===== config.mk =====
export PLATFORM = sky130hd
export DESIGN_NAME = bdt_travel
export DESIGN_NICKNAME = d
export VERILOG_FILES = /design/src/hdl/bdt_pkg.sv /design/src/hdl/bdt_tick.sv /design/src/hdl/bdt_travel.sv
export SDC_FILE = /design/constraint.sdc
export NUM_CORES = 2
export LEC_CHECK = 0
export BUFFER_PORTS_ARGS = -buffer_cell sky130_fd_sc_hd__buf_4
export CORE_MARGIN = 4
export CORE_UTILIZATION = 66
export DETAILED_ROUTE_END_ITERATION = 12
export PLACE_DENSITY_LB_ADDON = 0.05
export SLEW_MARGIN = 25
export SYNTH_ARGS = -nofsm -noshare
export SYNTH_HDL_FRONTEND = slang
export SYNTH_SLANG_ARGS = --single-unit
export TNS_END_PERCENT = 10

===== constraint.sdc =====
create_clock -name core_clk -period 29.6 [get_ports core_clk]
set_input_delay 5.92 -clock core_clk [delete_from_list [all_inputs] [get_ports core_clk]]
set_output_delay 5.92 -clock core_clk [all_outputs]
set_load 0.02 [all_outputs]

===== src/hdl/bdt_pkg.sv =====
package bdt_pkg;

  // Timebase: one travel tick is 10 ms of motor time
  localparam int unsigned CLK_PERIOD_NS = 100;
  localparam int unsigned TICK_MS       = 10;
  localparam int unsigned TICK_CYC_DEF  = TICK_MS * 1000000 / CLK_PERIOD_NS;

  // Reversal pauses, stretch-out times and the short step, in their own units
  localparam int unsigned PAUSE_MS   [0:4] = '{300, 500, 700, 1000, 1270};
  localparam int unsigned STRETCH_S  [0:3] = '{0, 2, 6, 30};
  localparam int unsigned STEP_MS          = 100;
  localparam logic [15:0] STEP_TK          = 16'(STEP_MS / TICK_MS);

  // Position is kept in ticks with this many fraction bits
  localparam int unsigned FRAC   = 10;
  localparam logic [9:0]  SLIP_K [0:12] = '{
    10'h000, 10'h002, 10'h004, 10'h006, 10'h008, 10'h00a, 10'h00f,
    10'h014, 10'h024, 10'h033, 10'h03f, 10'h052, 10'h080};

  // Register byte offsets
  localparam logic [7:0] REG_CFG  = 8'h00;
  localparam logic [7:0] REG_FULL = 8'h04;
  localparam logic [7:0] REG_SLAT = 8'h08;
  localparam logic [7:0] REG_CMD  = 8'h0c;
  localparam logic [7:0] REG_STAT = 8'h10;

  // Configuration fields
  localparam int unsigned CFG_PAUSE_LSB   = 0;
  localparam int unsigned CFG_SLIP_LSB    = 3;
  localparam int unsigned CFG_STRETCH_LSB = 7;
  localparam int unsigned CFG_AUTO_BIT    = 9;

  // Command fields
  localparam int unsigned CMD_MOVE   = 0;
  localparam int unsigned CMD_DIR    = 1;
  localparam int unsigned CMD_HEIGHT = 2;
  localparam int unsigned CMD_STOP   = 3;
  localparam int unsigned CMD_HT_LSB = 8;

  // Reset values: 0.5 s pause, no slip, no stretch, restoration on
  localparam logic [9:0]  CFG_RST  = 10'h201;
  localparam logic [15:0] FULL_RST = 16'h1770;
  localparam logic [15:0] SLAT_RST = 16'h00c8;

  typedef enum logic [5:0] {
    ST_IDLE    = 6'h01,
    ST_RUN     = 6'h02,
    ST_STRETCH = 6'h04,
    ST_STEP    = 6'h08,
    ST_PAUSE   = 6'h10,
    ST_SLAT    = 6'h20
  } bdt_state_t;

endpackage : bdt_pkg


===== src/hdl/bdt_tick.sv =====
`timescale 1ns/1ns
module bdt_tick #(
  parameter int unsigned TICK_CYC = 100000
) (
  input  wire logic core_clk,
  input  wire logic rst,
  output logic      tick
);

  logic [31:0] cnt_q;
  logic        tick_q;

  always_ff @(posedge core_clk) begin
    if (rst) begin
      cnt_q  <= 32'h0;
      tick_q <= 1'b0;
    end else if (cnt_q == 32'(TICK_CYC - 1)) begin
      cnt_q  <= 32'h0;
      tick_q <= 1'b1;
    end else begin
      cnt_q  <= cnt_q + 32'h1;
      tick_q <= 1'b0;
    end
  end

  assign tick = tick_q;

endmodule : bdt_tick


===== src/hdl/bdt_travel.sv =====
// Summary of operation
// - Reversal stops, pauses configured interval, then reverses
// - Slippage: none or table percentage
// - Raising counts slower, reach target either way
// - After height move, optionally restore slat angle
// - Full down keeps relay on stretch-out time
// - Down at lower end: 100 ms step
// - Full down time scales all heights
// - Direction 1 lowers, 0 raises; 100% lowered
// - Direction LED follows energised relay
// - Up and down relays never together
`timescale 1ns/1ns
module bdt_travel
  import bdt_pkg::*;
#(
  parameter int unsigned TICK_CYC = TICK_CYC_DEF
) (
  input  wire logic        core_clk,
  input  wire logic        rst,
  input  wire logic        psel,
  input  wire logic        penable,
  input  wire logic        pwrite,
  input  wire logic [7:0]  paddr,
  input  wire logic [31:0] pwdata,
  output logic      [31:0] prdata,
  output logic             pready,
  output logic             pslverr,
  input  wire logic        btn_up,
  input  wire logic        btn_down,
  output logic             relay_up,
  output logic             relay_down,
  output logic             led_up,
  output logic             led_down
);

  typedef struct packed {
    bdt_state_t  st;
    logic        dn;
    logic        full_mv;
    logic        slat_pend;
    logic [15:0] tgt;
    logic [15:0] cnt;
    logic [25:0] pos;
    logic        p_dn;
    logic [15:0] p_tgt;
    logic        p_full;
    logic        p_slat;
    logic [9:0]  cfg;
    logic [15:0] full;
    logic [15:0] slat_t;
    logic [7:0]  angle;
    logic        rly_up;
    logic        rly_dn;
    logic        led_up;
    logic        led_dn;
    logic [31:0] rdata;
    logic        rdy;
    logic        err;
  } bdt_regs_t;

  localparam bdt_regs_t S_RST = '{st: ST_IDLE, cfg: CFG_RST, full: FULL_RST,
                                  slat_t: SLAT_RST, default: '0};

  bdt_regs_t   s;
  bdt_regs_t   n;
  logic        tick;
  logic        acc;
  logic        wr;
  logic        cmd_wr;
  logic        req_stop;
  logic        req_ht;
  logic        req;
  logic        req_dn;
  logic [15:0] req_tgt;
  logic [15:0] ht_tgt;
  logic [15:0] pint;
  logic [25:0] full_fx;
  logic [25:0] dec;
  logic [25:0] pos_nx;
  logic [15:0] cnt_nx;
  logic        run_done;

  bdt_tick #(.TICK_CYC(TICK_CYC)) u_tick (
    .core_clk (core_clk),
    .rst      (rst),
    .tick     (tick)
  );

  function automatic logic [15:0] pause_tk(input logic [2:0] sel);
    int unsigned i;
    i = (sel > 3'h4) ? 4 : int'(sel);
    return 16'(PAUSE_MS[i] / TICK_MS);
  endfunction : pause_tk

  function automatic logic [15:0] stretch_tk(input logic [1:0] sel);
    return 16'(STRETCH_S[sel] * 1000 / TICK_MS);
  endfunction : stretch_tk

  function automatic logic [9:0] slip_k(input logic [3:0] sel);
    return (sel > 4'hc) ? 10'h000 : SLIP_K[sel];
  endfunction : slip_k

  // Slats are closed after lowering, open after raising; turn the rest of the way
  function automatic logic [15:0] slat_tk(input bdt_regs_t r, input logic dn);
    logic [7:0] a;
    a = dn ? r.angle : 8'hff - r.angle;
    return 16'((32'(r.slat_t) * 32'(a)) / 32'hff);
  endfunction : slat_tk

  function automatic logic mapped(input logic [7:0] a);
    return a == REG_CFG || a == REG_FULL || a == REG_SLAT || a == REG_CMD || a == REG_STAT;
  endfunction : mapped

  function automatic bdt_regs_t start_mv(input bdt_regs_t r, input logic dn,
                                         input logic [15:0] tg, input logic fm,
                                         input logic sl, input logic [15:0] p);
    bdt_regs_t q;
    q           = r;
    q.dn        = dn;
    q.tgt       = tg;
    q.full_mv   = fm;
    q.slat_pend = sl;
    // A full raise runs 1/8 over the nominal time so every slip but the largest (1/8, which needs 1/7 over) still reaches the top
    q.cnt       = r.full + {3'h0, r.full[15:3]};
    if (dn && p >= r.full) begin
      q.st  = ST_STEP;
      q.cnt = STEP_TK;
    end else if (!fm && tg == p) begin
      q.st = ST_IDLE;
    end else begin
      q.st = ST_RUN;
    end
    return q;
  endfunction : start_mv

  assign acc      = psel && penable;
  assign wr       = acc && s.rdy && pwrite && !s.err;
  assign cmd_wr   = wr && paddr == REG_CMD;
  assign req_stop = cmd_wr && pwdata[CMD_STOP];
  assign req_ht   = cmd_wr && pwdata[CMD_HEIGHT] && !pwdata[CMD_STOP];
  assign req      = req_ht || (cmd_wr && pwdata[CMD_MOVE] && !pwdata[CMD_STOP])
                    || (!cmd_wr && (btn_up || btn_down));
  assign ht_tgt   = 16'((32'(s.full) * 32'(pwdata[CMD_HT_LSB +: 8])) / 32'hff);
  assign pint     = s.pos[25:FRAC];
  assign req_dn   = req_ht ? (ht_tgt > pint) : (cmd_wr ? pwdata[CMD_DIR] : btn_down);
  assign req_tgt  = req_ht ? ht_tgt : (req_dn ? s.full : 16'h0);
  assign full_fx  = {s.full, {FRAC{1'b0}}};
  // Raising is slower, so with a nonzero slip each raising tick is worth less than one lowering tick
  assign dec      = 26'(1 << FRAC) - 26'(slip_k(s.cfg[CFG_SLIP_LSB +: 4]));

  // Clamp first, so a shortened full running time pulls the position back at once
  always_comb begin
    pos_nx = (s.pos > full_fx) ? full_fx : s.pos;
    if (tick && s.rly_dn) begin
      pos_nx = (pos_nx + 26'(1 << FRAC) > full_fx) ? full_fx : pos_nx + 26'(1 << FRAC);
    end else if (tick && s.rly_up) begin
      pos_nx = (pos_nx > dec) ? pos_nx - dec : 26'h0;
    end
  end

  assign cnt_nx   = (tick && s.cnt != 16'h0) ? s.cnt - 16'h1 : s.cnt;
  assign run_done = s.dn ? (pos_nx[25:FRAC] >= s.tgt)
                         : (s.full_mv ? cnt_nx == 16'h0 : pos_nx[25:FRAC] <= s.tgt);

  always_comb begin
    n     = s;
    n.pos = pos_nx;
    n.cnt = cnt_nx;

    n.rdy = acc && !s.rdy;
    n.err = 1'b0;
    if (acc && !s.rdy) begin
      n.err   = !mapped(paddr);
      n.rdata = 32'h0;
      case (paddr)
        REG_CFG:  n.rdata = {22'h0, s.cfg};
        REG_FULL: n.rdata = {16'h0, s.full};
        REG_SLAT: n.rdata = {8'h0, s.angle, s.slat_t};
        REG_STAT: n.rdata = {8'h0, s.st, s.rly_dn, s.rly_up, pint};
        default:  n.rdata = 32'h0;
      endcase
    end
    if (wr) begin
      case (paddr)
        REG_CFG:  n.cfg = pwdata[9:0];
        REG_FULL: n.full = pwdata[15:0];
        REG_SLAT: begin
          n.slat_t = pwdata[15:0];
          n.angle  = pwdata[23:16];
        end
        default: ;
      endcase
    end

    case (s.st)
      ST_RUN: begin
        if (run_done) begin
          if (s.full_mv && s.dn) begin
            n.st  = ST_STRETCH;
            n.cnt = stretch_tk(s.cfg[CFG_STRETCH_LSB +: 2]);
            if (n.cnt == 16'h0) n.st = ST_IDLE;
          end else if (s.full_mv) begin
            n.st  = ST_IDLE;
            n.pos = 26'h0;
          end else if (s.slat_pend && s.cfg[CFG_AUTO_BIT]) begin
            n.st     = ST_PAUSE;
            n.cnt    = pause_tk(s.cfg[CFG_PAUSE_LSB +: 3]);
            n.p_dn   = !s.dn;
            n.p_slat = 1'b1;
          end else begin
            n.st = ST_IDLE;
          end
        end
      end
      ST_STRETCH, ST_STEP: begin
        if (cnt_nx == 16'h0) n.st = ST_IDLE;
      end
      ST_SLAT: begin
        if (cnt_nx == 16'h0) n.st = ST_IDLE;
      end
      ST_PAUSE: begin
        if (cnt_nx == 16'h0) begin
          if (s.p_slat) begin
            n.st  = ST_SLAT;
            n.dn  = s.p_dn;
            n.cnt = slat_tk(s, s.p_dn);
            if (n.cnt == 16'h0) n.st = ST_IDLE;
          end else begin
            // A height move held over a reversal keeps its slat restoration
            n = start_mv(n, s.p_dn, s.p_tgt, s.p_full, s.slat_pend, pos_nx[25:FRAC]);
          end
        end
      end
      ST_IDLE: ;
      default: n.st = ST_IDLE;
    endcase

    if (req_stop) begin
      n.st = ST_IDLE;
    end else if (req) begin
      if (s.st != ST_IDLE && s.st != ST_PAUSE && s.dn != req_dn) begin
        n.st  = ST_PAUSE;
        n.cnt = pause_tk(s.cfg[CFG_PAUSE_LSB +: 3]);
      end
      if (n.st == ST_PAUSE) begin
        n.p_dn   = req_dn;
        n.p_tgt  = req_tgt;
        n.p_full = !req_ht;
        n.p_slat = 1'b0;
        n.slat_pend = req_ht;
        n.p_slat    = 1'b0;
      end else begin
        n = start_mv(n, req_dn, req_tgt, !req_ht, req_ht, pos_nx[25:FRAC]);
      end
    end
    // One direction bit drives both relays, so they can never be on together
    n.rly_dn = n.dn && (n.st inside {ST_RUN, ST_STRETCH, ST_STEP, ST_SLAT});
    n.rly_up = !n.dn && (n.st inside {ST_RUN, ST_STRETCH, ST_STEP, ST_SLAT});
    n.led_dn = n.rly_dn;
    n.led_up = n.rly_up;
  end

  always_ff @(posedge core_clk) begin
    if (rst) begin
      s <= S_RST;
    end else begin
      s <= n;
    end
  end

  assign prdata     = s.rdata;
  assign pready     = s.rdy;
  assign pslverr    = s.err;
  assign relay_up   = s.rly_up;
  assign relay_down = s.rly_dn;
  assign led_up     = s.led_up;
  assign led_down   = s.led_dn;
endmodule : bdt_travel


==> impl_metrics.py <==
metrics = {
    "global_routing": {
        "gr-total-overflow": 0,
        "grt_pass1_vias": 31154,
        "antenna_found_initial": 0,
        "grt_usage_pct": 35.8,
        "grt_pass1_wl_um": 161000,
        "grt_start_max_net_pins": 68,
    },
    "synthesis": {
        "synthArstFlopShare_pct": 0,
        "yosys_warnings": 0,
        "yosys.area.top_type_share_pct": 11.8,
        "yosys.area.top_type": "dfxtp_1",
        "ys_ff_latch": 197,
        "synth_cell_types": 136,
        "synthCells": 4544,
        "synth_area_per_cell_um2": 7.36,
        "yosysSeqAreaShare_pct": 11.8,
        "synth.area.top_cells": "dfxtp_1 (12%), fa_1 (10%), ha_1 (8.4%)",
        "synthesis.area_um2": 33500,
        "synth_edf_count": 0,
        "synthFlopType": "dfxtp_1",
    },
    "drt": {
        "drt_iter0_drc": 3248,
        "routed_via_density": 6.61,
        "drt_pass1_iterations": 9,
        "vias": 33904,
        "wl_per_cell_um": 19.6,
        "ant_nets": 0,
        "drc": 0,
        "wirelength_um": 101000,
    },
    "flow_run": {
        "max_cap_violations": 0,
    },
    "sta": {
        "slew_violations": 0,
        "totalNegativeSetupSlack_ps": 0,
        "max_slew_margin_pct": 30.2,
        "rsz0062_at_grt": "no",
        "clock.fmax_mhz": 37.7,
        "hold_violations": 0,
        "fin_crit_ps": 26550,
        "setup_viol_count_final": 0,
        "finClkSkew_ps": 14.4,
        "worst_slew_pin_slew_ps": 1040,
        "min_period_over_period_pct": 89.7,
    },
    "floorplan": {
        "start_util_pct": 66.7,
        "rows": 82,
        "die_h_um": 233,
        "die_area_um2": 54300,
        "coreArea_um2": 50200,
        "die_w_um": 233,
        "num_io_pins": 85,
    },
    "placement": {
        "hpwl_um": 79100,
        "portBuffers": 68,
        "placed_area_um2": 34100,
        "globalplace.congestion": 0.986,
    },
    "clock_network": {
        "cts_tree": "done",
        "cts_num_sinks": 197,
        "clk_pin_slew_ps": 80,
        "cts_buffers": 17,
        "root_buffer": "clkbuf_16",
        "cts_max_level": 4,
        "cts.repair.resized": 0,
        "ctsHoldBuffers": 0,
        "clk_latency_ps": 470,
        "postCtsSetupRepairBufs": 0,
        "cts.path.max_buffers": 2,
    },
    "critical_path": {
        "critPathMaxStageDelay_ps": 720,
        "path_class": "in2reg",
        "rr_worst_depth": 71,
        "critPathCaptureType": "flip-flop",
        "r2r-end": "s[169]",
        "crit_fanout": 18,
        "cp_slowest_cell": "xor2_1",
        "rrSetupSlack_ps": 7900,
        "worstPathRequired_ps": 29960,
        "startpoint_type": "input pin",
        "cp.arrival_ps": 26910,
        "reg2reg_from": "full_fx[10]",
    },
    "cells_and_area": {
        "syn_to_final_growth_pct": 3.62,
        "drive_above_1_share_pct": 6.55,
        "filler_cell_count": 4429,
        "antenna_cells": 0,
        "nNetsFinal": 4886,
        "final_area_um2": 34700,
    },
    "min_path": {
        "holdCritPathClass": "reg2reg",
        "min_from": "s[38]",
        "hold_path_depth": 2,
        "hold_end": "s[38]",
    },
    "run_status": {
        "status": "completed",
    },
}
==> cells in the final DEF (no fill, tap or decap), types with 23 or more instances in the layout <==
cell	Yosys	final
nand3_1	119	119
or3_1	27	27
fa_1	170	170
nand2b_1	38	38
nand2_1	464	463
ha_1	224	224
nor4_1	47	47
nor3_1	103	103
nand4_1	66	66
inv_1	339	339
xnor2_1	153	153
o21a_1	44	44
mux2i_1	68	68
and2_1	216	216
xor2_1	94	94
o21ai_1	22	23
buf_4	38	98
dfxtp_1	197	197
a211oi_1	83	83
a21oi_1	326	326
a221oi_1	28	28
nor2b_1	35	35
o211ai_1	44	44
and4_1	24	24
a31oi_1	45	45
nor2_1	470	466
o21ai_0	166	164
o31ai_1	30	30
and3_1	41	41
a22oi_1	59	59
a21o_1	71	71
==> sequential cells by signal, summed over array words and instances (netlist names) <==
name and cells:
full_fx 16, led_down 1, led_up 1, pint 16
prdata 24, pready 1, pslverr 1, s 104
u_tick.cnt_q 32, u_tick.tick 1
==> metal layers <==
| layer | share of wire (%) | vias up | track usage, % | routed length [µm] |
|---|---|---|---|---|
| met4 | 4.4 | 0 | 14.5 | 4390 |
| met3 | 8.5 | 292 | 4.43 | 8520 |
| met5 | 0 | - | 0 | 0 |
| met2 | 44 | 1544 | 57.0 | 44700 |
| li1 | - | 16079 | - | - |
| met1 | 43 | 15989 | 49.4 | 43000 |
==> critical path, delay by kind of cell <==
kind	cells	cell delay, ps
compound gates	32	9800
fa+ha+maj	7	2900
simple gates	23	6040
buf+inv	5	630
mux	1	430
xor+xnor	3	1170
==> how the worst max path moves through the flow <==
| stage | startpoint | end | slack, ps | depth (start not counted) |
|---|---|---|---|---|
| after global routing | pwdata[15] | s[169] | 1820 | 71 |
| after global placement | pwdata[15] | s[169] | 3280 | 71 |
| after CTS | pwdata[15] | s[169] | 3590 | 71 |
| after detailed placement | pwdata[15] | s[169] | 3200 | 71 |
| after floorplan | pwdata[15] | led_up | 6950 | 75 |
| final | pwdata[15] | s[169] | 3050 | 71 |
==> cell usage after synthesis (all sizes together), types with 15 or more instances <==
cell type  count
a211o         15
a211oi        90
a21boi        17
a21o          72
a21oi        336
a221oi        31
a22oi         61
a311oi        18
a31oi         46
and2         222
and3          42
and4          26
buf           82
clkbuf       141
dfxtp        197
fa           170
ha           224
inv          341
mux2i         70
nand2        465
nand2b        38
nand3        119
nand4         68
nor2         472
nor2b         35
nor3         111
nor3b         19
nor4          53
o211a         21
o211ai        48
o21a          44
o21ai        192
o21bai        20
o22ai         22
o31a          15
o31ai         34
or2           26
or3           29
xnor2        154
xor2          96
==> area by class of cell <==
class                   instances  area, µm²  area share, %
multi-input cells            3789      27300           78.7
inverters                     342       1290           3.71
repair buffers                 98        736           2.12
flip-flops and latches        197       3940           11.4
well taps                     672        841           2.43
clock inverters                13        138          0.397
clock buffers                  18        439           1.27
==> stage by stage <==
stage	setup WS (ps)	hold slack, ps	utilization, %	std cells
2_1_floorplan	6950	438	-	4551
3_3_place_gp	3280	469	67.9	5098
3_5_place_dp	3200	471	67.9	5098
4_1_cts	3590	483	69.1	5129
5_1_grt	1820	504	69.1	5129
6_report	3050	482	69.1	5129
==> kinds of logic after synthesis <==
group | Yosys count | synth area share, %
flops | 197 | 11.8
xor+xnor | 254 | 6.92
buf+inv | 565 | 6.87
fa+ha+maj | 396 | 18.6
other cells | 1 | 0.0112
mux | 84 | 2.61
simple gates | 1784 | 26.8
compound gates | 1263 | 26.4
Power is left out: the tool's default activity adds up to more than one toggle a clock period on the data nets, which glitch-free logic cannot reach.
